<file path="config.mk">
export PLATFORM = sky130hd
export DESIGN_NAME = uam_top
export DESIGN_NICKNAME = d
export VERILOG_FILES = /design/src/design/uam_pkg.sv /design/src/design/uam_top.sv
export SDC_FILE = /design/constraint.sdc
export NUM_CORES = 1
export LEC_CHECK = 0
export BUFFER_PORTS_ARGS = -buffer_cell sky130_fd_sc_hd__buf_4
export CAP_MARGIN = 20
export CORE_MARGIN = 2
export CORE_UTILIZATION = 46
export CTS_BUF_LIST = sky130_fd_sc_hd__clkbuf_2
export CTS_CLUSTER_SIZE = 25
export DETAILED_ROUTE_END_ITERATION = 10
export PLACE_DENSITY = 0.82
export SLEW_MARGIN = 10
export SYNTH_ARGS = -nofsm -noshare
export SYNTH_HDL_FRONTEND = slang
export SYNTH_SLANG_ARGS = --single-unit
</file>
<file path="constraint.sdc">
create_clock -name pclk -period 1.95 [get_ports pclk]
set_clock_uncertainty 0.1 [all_clocks]
set_input_delay 0.39 -clock pclk [delete_from_list [all_inputs] [get_ports pclk]]
set_output_delay 0.39 -clock pclk [all_outputs]
set_load 0.05 [all_outputs]
</file>
<file path="src/design/uam_pkg.sv">
// Package for the serial port mode, interrupt mask and status block.
// Assumes a 32-bit APB register bus with word-aligned byte offsets.
package uam_pkg;

  localparam int unsigned DATA_W = 32;

  // Register byte offsets
  localparam logic [7:0] OFS_CTRL   = 8'h00;
  localparam logic [7:0] OFS_MODE   = 8'h04;
  localparam logic [7:0] OFS_IENSET = 8'h08;
  localparam logic [7:0] OFS_IENCLR = 8'h0C;
  localparam logic [7:0] OFS_IMASK  = 8'h10;
  localparam logic [7:0] OFS_STAT   = 8'h14;

  // Control command bits
  localparam int unsigned CB_RX_RST   = 2;
  localparam int unsigned CB_TX_RST   = 3;
  localparam int unsigned CB_RX_EN    = 4;
  localparam int unsigned CB_RX_DIS   = 5;
  localparam int unsigned CB_TX_EN    = 6;
  localparam int unsigned CB_TX_DIS   = 7;
  localparam int unsigned CB_CLR_ERR  = 8;

  // Mode fields
  localparam int unsigned MODE_PAR_LSB = 9;
  localparam int unsigned MODE_CHM_LSB = 14;
  localparam logic [31:0] MODE_MASK    = 32'h0000_CE00;
  localparam logic [31:0] MODE_RESET   = 32'h0000_0000;

  // Shared bit layout of enable, disable, mask and status
  localparam int unsigned SB_RECEIVE_CHAR_WAITING  = 0;
  localparam int unsigned SB_TRANSMIT_HOLDING_FREE  = 1;
  localparam int unsigned SB_RECEIVE_DMA_DONE  = 3;
  localparam int unsigned SB_TRANSMIT_DMA_DONE  = 4;
  localparam int unsigned SB_OVR    = 5;
  localparam int unsigned SB_FRM    = 6;
  localparam int unsigned SB_PAR    = 7;
  localparam int unsigned SB_TXEMP  = 9;
  localparam int unsigned SB_TRANSMIT_DMA_BUFFER_EMPTY = 11;
  localparam int unsigned SB_RECEIVE_DMA_BUFFER_FULL = 12;
  localparam logic [31:0] IRQ_MASK  = 32'h0000_1AFB;
  localparam logic [31:0] IMR_RESET = 32'h0000_0000;

  typedef enum logic [2:0] {
    PAR_EVEN, PAR_ODD, PAR_SPACE, PAR_MARK, PAR_NONE
  } uam_par_t;

  typedef enum logic [1:0] {
    CHM_NORMAL, CHM_ECHO, CHM_LOCAL, CHM_REMOTE
  } uam_chm_t;

  // Events and levels from the shifting engines
  typedef struct packed {
    logic rx_load;    // Character moved into receive holding reg
    logic rx_read;    // Receive holding reg read by software
    logic overrun;
    logic frame_err;
    logic parity_err;
    logic tx_full;    // Transmit holding reg holds a character
    logic tx_busy;    // Shift register active
  } uam_eng_t;

  // Levels from the peripheral DMA channels
  typedef struct packed {
    logic rx_done;
    logic tx_done;
    logic tx_buf_empty;
    logic rx_buf_full;
  } uam_dma_t;

endpackage

</file>
<file path="src/design/uam_top.sv">
// Mode, interrupt mask and status logic of a two-wire serial port.
// Assumes an APB master on pclk and shifting engines on the same clock
// that report character events as one-cycle pulses.
// Operation
// RULE_01: Parity field picks even, odd, forced 0, forced 1 or no parity.
// RULE_02: Channel field at bits 15:14 picks normal, echo, local or remote loop.
// RULE_03: Writing enable-set register sets mask bits written as 1.
// RULE_04: Writing enable-clear register clears mask bits written as 1.
// RULE_05: Reading mask register returns current mask, 1 meaning enabled.
// RULE_06: Enable, disable, mask and status share one fixed bit layout.
// RULE_07: Receive-ready sets when a character lands in the holding register.
// RULE_08: Receive-ready clears on holding read and reads 0 while receiver off.
// RULE_09: Transmit-ready is 0 while holding full or transmitter off, else 1.
// RULE_10: Transmitter-idle is 1 only with nothing held or shifting and enabled.
// RULE_11: Overrun flag is sticky until the clear-errors command.
// RULE_12: Framing flag is sticky until the clear-errors command.
// RULE_13: Parity-error flag is sticky until the clear-errors command.
// RULE_14: Receive DMA done flag mirrors the receive channel end signal.
// RULE_15: Transmit DMA done flag mirrors the transmit channel end signal.
// RULE_16: Transmit buffer empty flag mirrors the transmit channel signal.
// RULE_17: Receive buffer full flag mirrors the receive channel signal.
// RULE_18: Control write with clear-errors bit clears parity, framing, overrun.
// RULE_19: Echo mode retransmits the input pin; transmitter output ignored.
// RULE_20: Local loop feeds transmitter to receiver; output pin held high.
// RULE_21: Remote loop ties input pin to output; engines disabled.
// RULE_22: Interrupt request is high when any flag and its mask bit are 1.
// RULE_23: Reserved bits read 0 and writes to them are ignored.
//
// Decided for this implementation: the APB register port and the address map.
`timescale 1ns/100ps

module uam_top
  import uam_pkg::*;
#(
  parameter int unsigned ADDR_W = 12
) (
  input  wire logic              pclk,          // APB clock
  input  wire logic              presetn,       // Async reset, active low
  input  wire logic              psel,          // APB select
  input  wire logic              penable,       // APB access phase
  input  wire logic              pwrite,        // APB direction
  input  wire logic [ADDR_W-1:0] paddr,         // APB byte address
  input  wire logic [31:0]       pwdata,        // APB write data
  output logic [31:0]            prdata,        // APB read data
  output logic                   pready,        // APB ready
  output logic                   pslverr,       // APB error, unmapped
  input  wire uam_eng_t          eng,           // Engine events and levels
  input  wire uam_dma_t          dma,           // DMA channel levels
  input  wire logic              serial_in_pin, // Receive line pin
  output logic                   serial_out_pin,// Transmit line pin
  input  wire logic              tx_line,       // Transmitter shift output
  output logic                   rx_line,       // Line seen by receiver
  output logic                   rx_enable,     // Receiver may run
  output logic                   tx_enable,     // Transmitter may run
  output logic                   rx_reset,      // Receiver reset pulse
  output logic                   tx_reset,      // Transmitter reset pulse
  output uam_par_t               check_bit_type,// Parity selection
  output uam_chm_t               channel_test_select, // Channel mode
  output logic                   irq            // Interrupt request
);

  initial begin
    if (ADDR_W < 8 || ADDR_W > 32) begin
      $error("ADDR_W must be 8 to 32");
    end
  end

  logic [31:0] mode_r;
  logic [31:0] imr_r;
  logic        receive_char_waiting_r;
  logic        ovr_r;
  logic        frm_r;
  logic        par_r;
  logic        rx_en_r;
  logic        tx_en_r;
  logic        rx_reset_r;
  logic        tx_reset_r;
  logic        irq_r;
  logic        serial_out_r;
  logic        rx_line_r;
  logic [31:0] prdata_r;
  logic [31:0] status;
  logic        wr_acc;
  logic        setup;
  logic        hit;
  logic [7:0]  ofs;
  logic        wr_ctrl;
  logic        wr_mode;
  logic        wr_set;
  logic        wr_clr;
  logic        clr_err;
  logic        remote;
  logic        rx_on;
  logic        tx_on;
  uam_chm_t    chm;

  assign ofs    = paddr[7:0];
  assign hit    = (paddr[ADDR_W-1:8] == '0) && (ofs[1:0] == 2'b00)
                  && (ofs <= OFS_STAT);
  assign setup  = psel && !penable;
  assign wr_acc = psel && penable && pwrite && hit;
  assign wr_ctrl = wr_acc && (ofs == OFS_CTRL);
  assign wr_mode = wr_acc && (ofs == OFS_MODE);
  assign wr_set  = wr_acc && (ofs == OFS_IENSET);
  assign wr_clr  = wr_acc && (ofs == OFS_IENCLR);
  assign clr_err = wr_ctrl && pwdata[CB_CLR_ERR];

  // Zero wait states keep the master simple; errors only for holes
  assign pready  = 1'b1;
  assign pslverr = psel && penable && !hit;
  assign prdata  = prdata_r;

  // Mode register, reserved bits dropped on write
  always_ff @(posedge pclk or negedge presetn) begin
    if (!presetn) begin
      mode_r <= MODE_RESET;
    end else if (wr_mode) begin
      mode_r <= pwdata & MODE_MASK;                     // see RULE_23
    end
  end

  assign chm = uam_chm_t'(mode_r[MODE_CHM_LSB +: 2]);  // see RULE_02
  assign check_bit_type = uam_par_t'(mode_r[MODE_PAR_LSB +: 3]); // see RULE_01
  assign channel_test_select = chm;
  assign remote = (chm == CHM_REMOTE);

  // Interrupt mask; a same-cycle set and clear cannot occur on one bus
  always_ff @(posedge pclk or negedge presetn) begin
    if (!presetn) begin
      imr_r <= IMR_RESET;
    end else if (wr_set) begin
      imr_r <= imr_r | (pwdata & IRQ_MASK);             // see RULE_03
    end else if (wr_clr) begin
      imr_r <= imr_r & ~(pwdata & IRQ_MASK);            // see RULE_04
    end
  end

  // Engine enables; enable wins only when its disable and reset bits are 0
  always_ff @(posedge pclk or negedge presetn) begin
    if (!presetn) begin
      rx_en_r <= 1'b0;
      tx_en_r <= 1'b0;
    end else if (wr_ctrl) begin
      if (pwdata[CB_RX_RST] || pwdata[CB_RX_DIS]) begin
        rx_en_r <= 1'b0;
      end else if (pwdata[CB_RX_EN]) begin
        rx_en_r <= 1'b1;
      end
      if (pwdata[CB_TX_RST] || pwdata[CB_TX_DIS]) begin
        tx_en_r <= 1'b0;
      end else if (pwdata[CB_TX_EN]) begin
        tx_en_r <= 1'b1;
      end
    end
  end

  always_ff @(posedge pclk or negedge presetn) begin
    if (!presetn) begin
      rx_reset_r <= 1'b0;
      tx_reset_r <= 1'b0;
    end else begin
      rx_reset_r <= wr_ctrl && pwdata[CB_RX_RST];
      tx_reset_r <= wr_ctrl && pwdata[CB_TX_RST];
    end
  end

  // Remote loop takes both engines out of service
  assign rx_on     = rx_en_r && !remote;                 // see RULE_21
  assign tx_on     = tx_en_r && !remote;                 // see RULE_21
  assign rx_enable = rx_on;
  assign tx_enable = tx_on;
  assign rx_reset  = rx_reset_r;
  assign tx_reset  = tx_reset_r;

  // Receive ready: a new character wins over a same-cycle read
  always_ff @(posedge pclk or negedge presetn) begin
    if (!presetn) begin
      receive_char_waiting_r <= 1'b0;
    end else if (eng.rx_load) begin
      receive_char_waiting_r <= 1'b1;                                   // see RULE_07
    end else if (eng.rx_read || rx_reset_r) begin
      receive_char_waiting_r <= 1'b0;                                   // see RULE_08
    end
  end

  // Sticky errors; an error in the clearing cycle stays recorded
  always_ff @(posedge pclk or negedge presetn) begin
    if (!presetn) begin
      ovr_r <= 1'b0;
      frm_r <= 1'b0;
      par_r <= 1'b0;
    end else begin
      ovr_r <= eng.overrun    || (ovr_r && !clr_err);   // see RULE_11 RULE_18
      frm_r <= eng.frame_err  || (frm_r && !clr_err);   // see RULE_12 RULE_18
      par_r <= eng.parity_err || (par_r && !clr_err);   // see RULE_13 RULE_18
    end
  end

  // Status word in the shared layout, reserved bits zero
  always_comb begin
    status            = '0;                             // see RULE_23
    status[SB_RECEIVE_CHAR_WAITING]  = receive_char_waiting_r && rx_on;               // see RULE_08
    status[SB_TRANSMIT_HOLDING_FREE]  = tx_on && !eng.tx_full;          // see RULE_09
    status[SB_RECEIVE_DMA_DONE]  = dma.rx_done;                    // see RULE_14
    status[SB_TRANSMIT_DMA_DONE]  = dma.tx_done;                    // see RULE_15
    status[SB_OVR]    = ovr_r;
    status[SB_FRM]    = frm_r;
    status[SB_PAR]    = par_r;
    status[SB_TXEMP]  = tx_on && !eng.tx_full && !eng.tx_busy; // see RULE_10
    status[SB_TRANSMIT_DMA_BUFFER_EMPTY] = dma.tx_buf_empty;               // see RULE_16
    status[SB_RECEIVE_DMA_BUFFER_FULL] = dma.rx_buf_full;                // see RULE_17
  end

  always_ff @(posedge pclk or negedge presetn) begin
    if (!presetn) begin
      irq_r <= 1'b0;
    end else begin
      irq_r <= |(status & imr_r);                       // see RULE_22 RULE_06
    end
  end
  assign irq = irq_r;

  // Read data is captured in the setup cycle so it leaves a flip-flop
  always_ff @(posedge pclk or negedge presetn) begin
    if (!presetn) begin
      prdata_r <= '0;
    end else if (setup) begin
      unique case (ofs)
        OFS_MODE:  prdata_r <= mode_r;
        OFS_IMASK: prdata_r <= imr_r;                   // see RULE_05
        OFS_STAT:  prdata_r <= status;                  // see RULE_06
        default:   prdata_r <= '0;
      endcase
    end
  end

  // Pin routing per channel mode; one flop of latency on each path
  always_ff @(posedge pclk or negedge presetn) begin
    if (!presetn) begin
      serial_out_r <= 1'b1;
      rx_line_r    <= 1'b1;
    end else begin
      unique case (chm)
        CHM_NORMAL: begin
          serial_out_r <= tx_line;
          rx_line_r    <= serial_in_pin;
        end
        CHM_ECHO: begin
          serial_out_r <= serial_in_pin;                 // see RULE_19
          rx_line_r    <= serial_in_pin;
        end
        CHM_LOCAL: begin
          serial_out_r <= 1'b1;                          // see RULE_20
          rx_line_r    <= tx_line;
        end
        CHM_REMOTE: begin
          serial_out_r <= serial_in_pin;                 // see RULE_21
          rx_line_r    <= 1'b1;
        end
      endcase
    end
  end
  assign serial_out_pin = serial_out_r;
  assign rx_line        = rx_line_r;
endmodule // uam_top

</file>
==> out/summary.log <==
[status] status completed
[clock_tree] worst skew pair latency 390 ps
[grt] via count of the first global-routing pass 1570
[setup_path] depth of the worst register-to-register path 4
[clock_tree] total number of H-tree levels 2
[synth] cell type with the highest aggregate area in the netlist dfrtp_1
[grt] global-route usage over all layers 0.197
[floorplan] effective utilization at floorplan 0.488
[setup_path] type of the setup path with the least slack primary input to primary output
[setup_path] CP Data Arrival Time 1460 ps
[floorplan] vertical extent of the die 69.6 um
[setup_path] endpoint required time on the critical path 1460 ps
[clock_tree] TritonCTS buffer count 5
[placement] detailed placement HPWL 3540 um
[placement] IO buf count 70
[detailed_routing] final routed wire length divided by cell count 13.9 um
[layout] area taken by multi-input logic gates 890 um2
[timing] hold slack final 60.2 ps
[synth] ys flop type dfrtp_1
[detailed_routing] post-route DRC violation count 0
[setup_path] number of buffers and inverters on the critical path 2
[timing] unrepaired setup endpoints after global routing true
[setup_path] r2r setup slk 570 ps
[setup_path] crit path cell chain buf_6 -> or4_4 -> a2111oi_4 -> nor2_1 -> buf_6
[synth] netlist area before placement 0.00198 mm2
[layout] sequential standard cell area 981 um2
[min_path] WHS Endpoint par_r
[floorplan] IO Count 108
[setup_path] CP top delay family simple AND/OR/NAND/NOR gates
[clock_tree] Reg clk slew, reported paths 180 ps
[layout] antenna diode count 0
[power_and_ir_drop] static leakage 1.39 nW
[detailed_routing] total wire length after detailed routing 4470 um
[floorplan] floorplan die width 69.6 um
[synth] proportion of register bits with asynchronous set or reset after synthesis 1.00
[detailed_routing] number of design-rule violations left by the first detailed-router iteration 104
[min_path] type of the worst min-delay path primary input to register
[setup_path] CP Launch Type primary input
[clock_tree] clock tree from TritonCTS yes
[synth] top cells by area, synth dfrtp_1, buf_4, mux2i_1
[clock_tree] number of sinks driven by the clock tree 39
[grt] residual overflow from global routing 0
[run] Max Cap Viol 0
[power_and_ir_drop] total chip power 1.44 mW
[setup_path] cell type with the highest occurrence count on the critical path buf_6
[setup_path] cell at the slowest stage of the critical path or4_4
[setup_path] longest individual stage delay on the worst path 540 ps
[detailed_routing] total iterations of the first detailed-routing run 4
[min_path] count of cells along the worst hold path 2
[setup_path] Critical R2R Launch mode_r[14]
[layout] area added between synthesis and finish 35.1%
[setup_path] number of logic stages on the critical path including buffering 5
[timing] Period Utilization, post-route 0.999
[timing] final hold violation count 0
[grt] global-route wire length before repair 7580 um
[floorplan] number of rows created at floorplan 23
[layout] number of filler cells placed in the layout 332
[synth] number of storage elements in the synthesis netlist 39
[synth] sequential element share of the synthesized area 0.494
[synth] top-area cell type share of the netlist area 0.468
[clock_tree] buffer type at the clock tree root clkbuf_2
[detailed_routing] remaining antenna violation count after routing 0
[timing] Highest Clock Rate 513 MHz
[layout] proportion of layout cells with a drive suffix above 1 0.415
[power_and_ir_drop] worst ir drop on vdd 0.343 mV
[grt] pin count of the biggest net entering global routing 40
[timing] min Tclk post-route 1950 ps
[synth] count of yosys warnings during synthesis 0
[grt] antenna violations before repair 0
[setup_path] top fanout value on the critical path 2
[timing] Max Slew Vio Count 0
[synth] most common library cells after synthesis dfrtp_1, buf_4, nand2_1, nand3_1, mux2i_1
[floorplan] die area 0.00484 mm2
[setup_path] reg-to-reg endpoint prdata[9]
[detailed_routing] DR vias 1600
[synth] Syn Inst Count 185
[placement] RD Place Congestion 0.766
[layout] number of nets in the final layout 333
[clock_tree] Bufs on Longest Clock Path 2
[synth] Synth Area per Inst 10.7 um2
[min_path] hold_sp eng[2]
[floorplan] CORE AREA 0.00406 mm2
[synth] count of unique library cells instantiated by Yosys 40
[synth] most common cell in the netlist dfrtp_1
[setup_path] Critical Path Sink Type primary output
[synth] count of flip-flops with a built-in enable after synthesis 0
[power_and_ir_drop] power density over the cells 540 mW/mm2
[detailed_routing] via density per instance 4.97
[timing] final setup fails 0
worst register-to-register path: stages (launching register included):
cell and delay, ps:
dfrtp_2 500, a21bo_2 270, nor3_1 140, a31oi_1 110, o31ai_1 180
repair_timing:
action	in CTS	in global routing
setup buffers	1	1
pin swaps	1	1
endpoints found under the setup margin	1	3
gates resized for setup	5	5
hold buffers	1	0
endpoints found under the hold margin	37	0
cell type report:
type                            instances  area share
Clock inverter                          1     0.00187
Timing Repair Buffer                   87       0.252
Multi-Input combinational cell        131       0.333
Sequential cell                        39       0.367
Tap cell                               50      0.0234
Inverter                                7     0.00983
Clock buffer                            7      0.0131
cells by family after synthesis:
family,after synthesis,synth area share
other,2,0.00379
AND/OR/NAND/NOR,52,0.159
AO/OA/AOI/OAI,38,0.128
multiplexers,21,0.113
buffers and inverters,33,0.102
flip-flops,39,0.494
cell usage in the layout, fill, tap and decap left out, types with 2 or more instances in the layout:
cell / Yosys / routed
o21ai_1: 8 / 8
a31oi_1: 3 / 3
nor2_1: 9 / 9
inv_1: 6 / 6
o21ai_0: 2 / 2
mux2_1: 6 / 6
dfrtp_2: 0 / 2
and2_1: 2 / 2
a22oi_1: 2 / 2
a22o_1: 3 / 3
conb_1: 2 / 20
o31ai_1: 4 / 4
clkbuf_2: 0 / 7
nand2_1: 15 / 15
dfstp_2: 2 / 2
mux2_2: 5 / 5
a21oi_1: 5 / 5
o21a_1: 3 / 3
nor4_4: 3 / 3
or3_4: 2 / 2
dfrtp_1: 37 / 35
nor3_1: 2 / 2
buf_4: 20 / 81
nand3_1: 11 / 11
a21o_1: 4 / 4
mux2i_1: 10 / 10
buf_6: 0 / 5
power breakdown:
part	internal [mW]	total, mW	switching [mW]
Sequential	0.817	0.820	0.00330
Combinational	0.0948	0.277	0.182
Clock	0.0980	0.348	0.250
Total	1.01	1.44	0.435
how the worst max path moves through the flow:
| stage | from | end | slack (ps) |
|---|---|---|---|
| after floorplan | paddr[1] | mode_r[10] | -110 |
| after global placement | paddr[9] | pslverr | -200 |
| after detailed placement | paddr[1] | mode_r[10] | -220 |
| after CTS | paddr[1] | pslverr | 3 |
| after global routing | paddr[10] | pslverr | -50 |
| final | paddr[10] | pslverr | 2 |
through the flow:
stage	utilization	area [um2]	setup slack [ps]	instances	setup TNS (ps)
floorplan	-	2060	-105	203	-1220
global placement	0.633	2570	-198	311	-4570
detailed placement	0.633	2570	-221	311	-5040
CTS	0.654	2650	3.36	321	0
global route	0.659	2670	-52.4	322	-52.4
finish	0.659	2670	1.55	322	0
metal layers:
layer / vias to the layer above / GRT usage / share of wire
met5: - / 0 / 0
met4: 0 / 0.0675 / 0.013
met3: 7 / 0.0654 / 0.074
met2: 58 / 0.308 / 0.48
met1: 752 / 0.256 / 0.43
li1: 783 / - / -
Note: power is estimated with default switching activity, not from simulation.
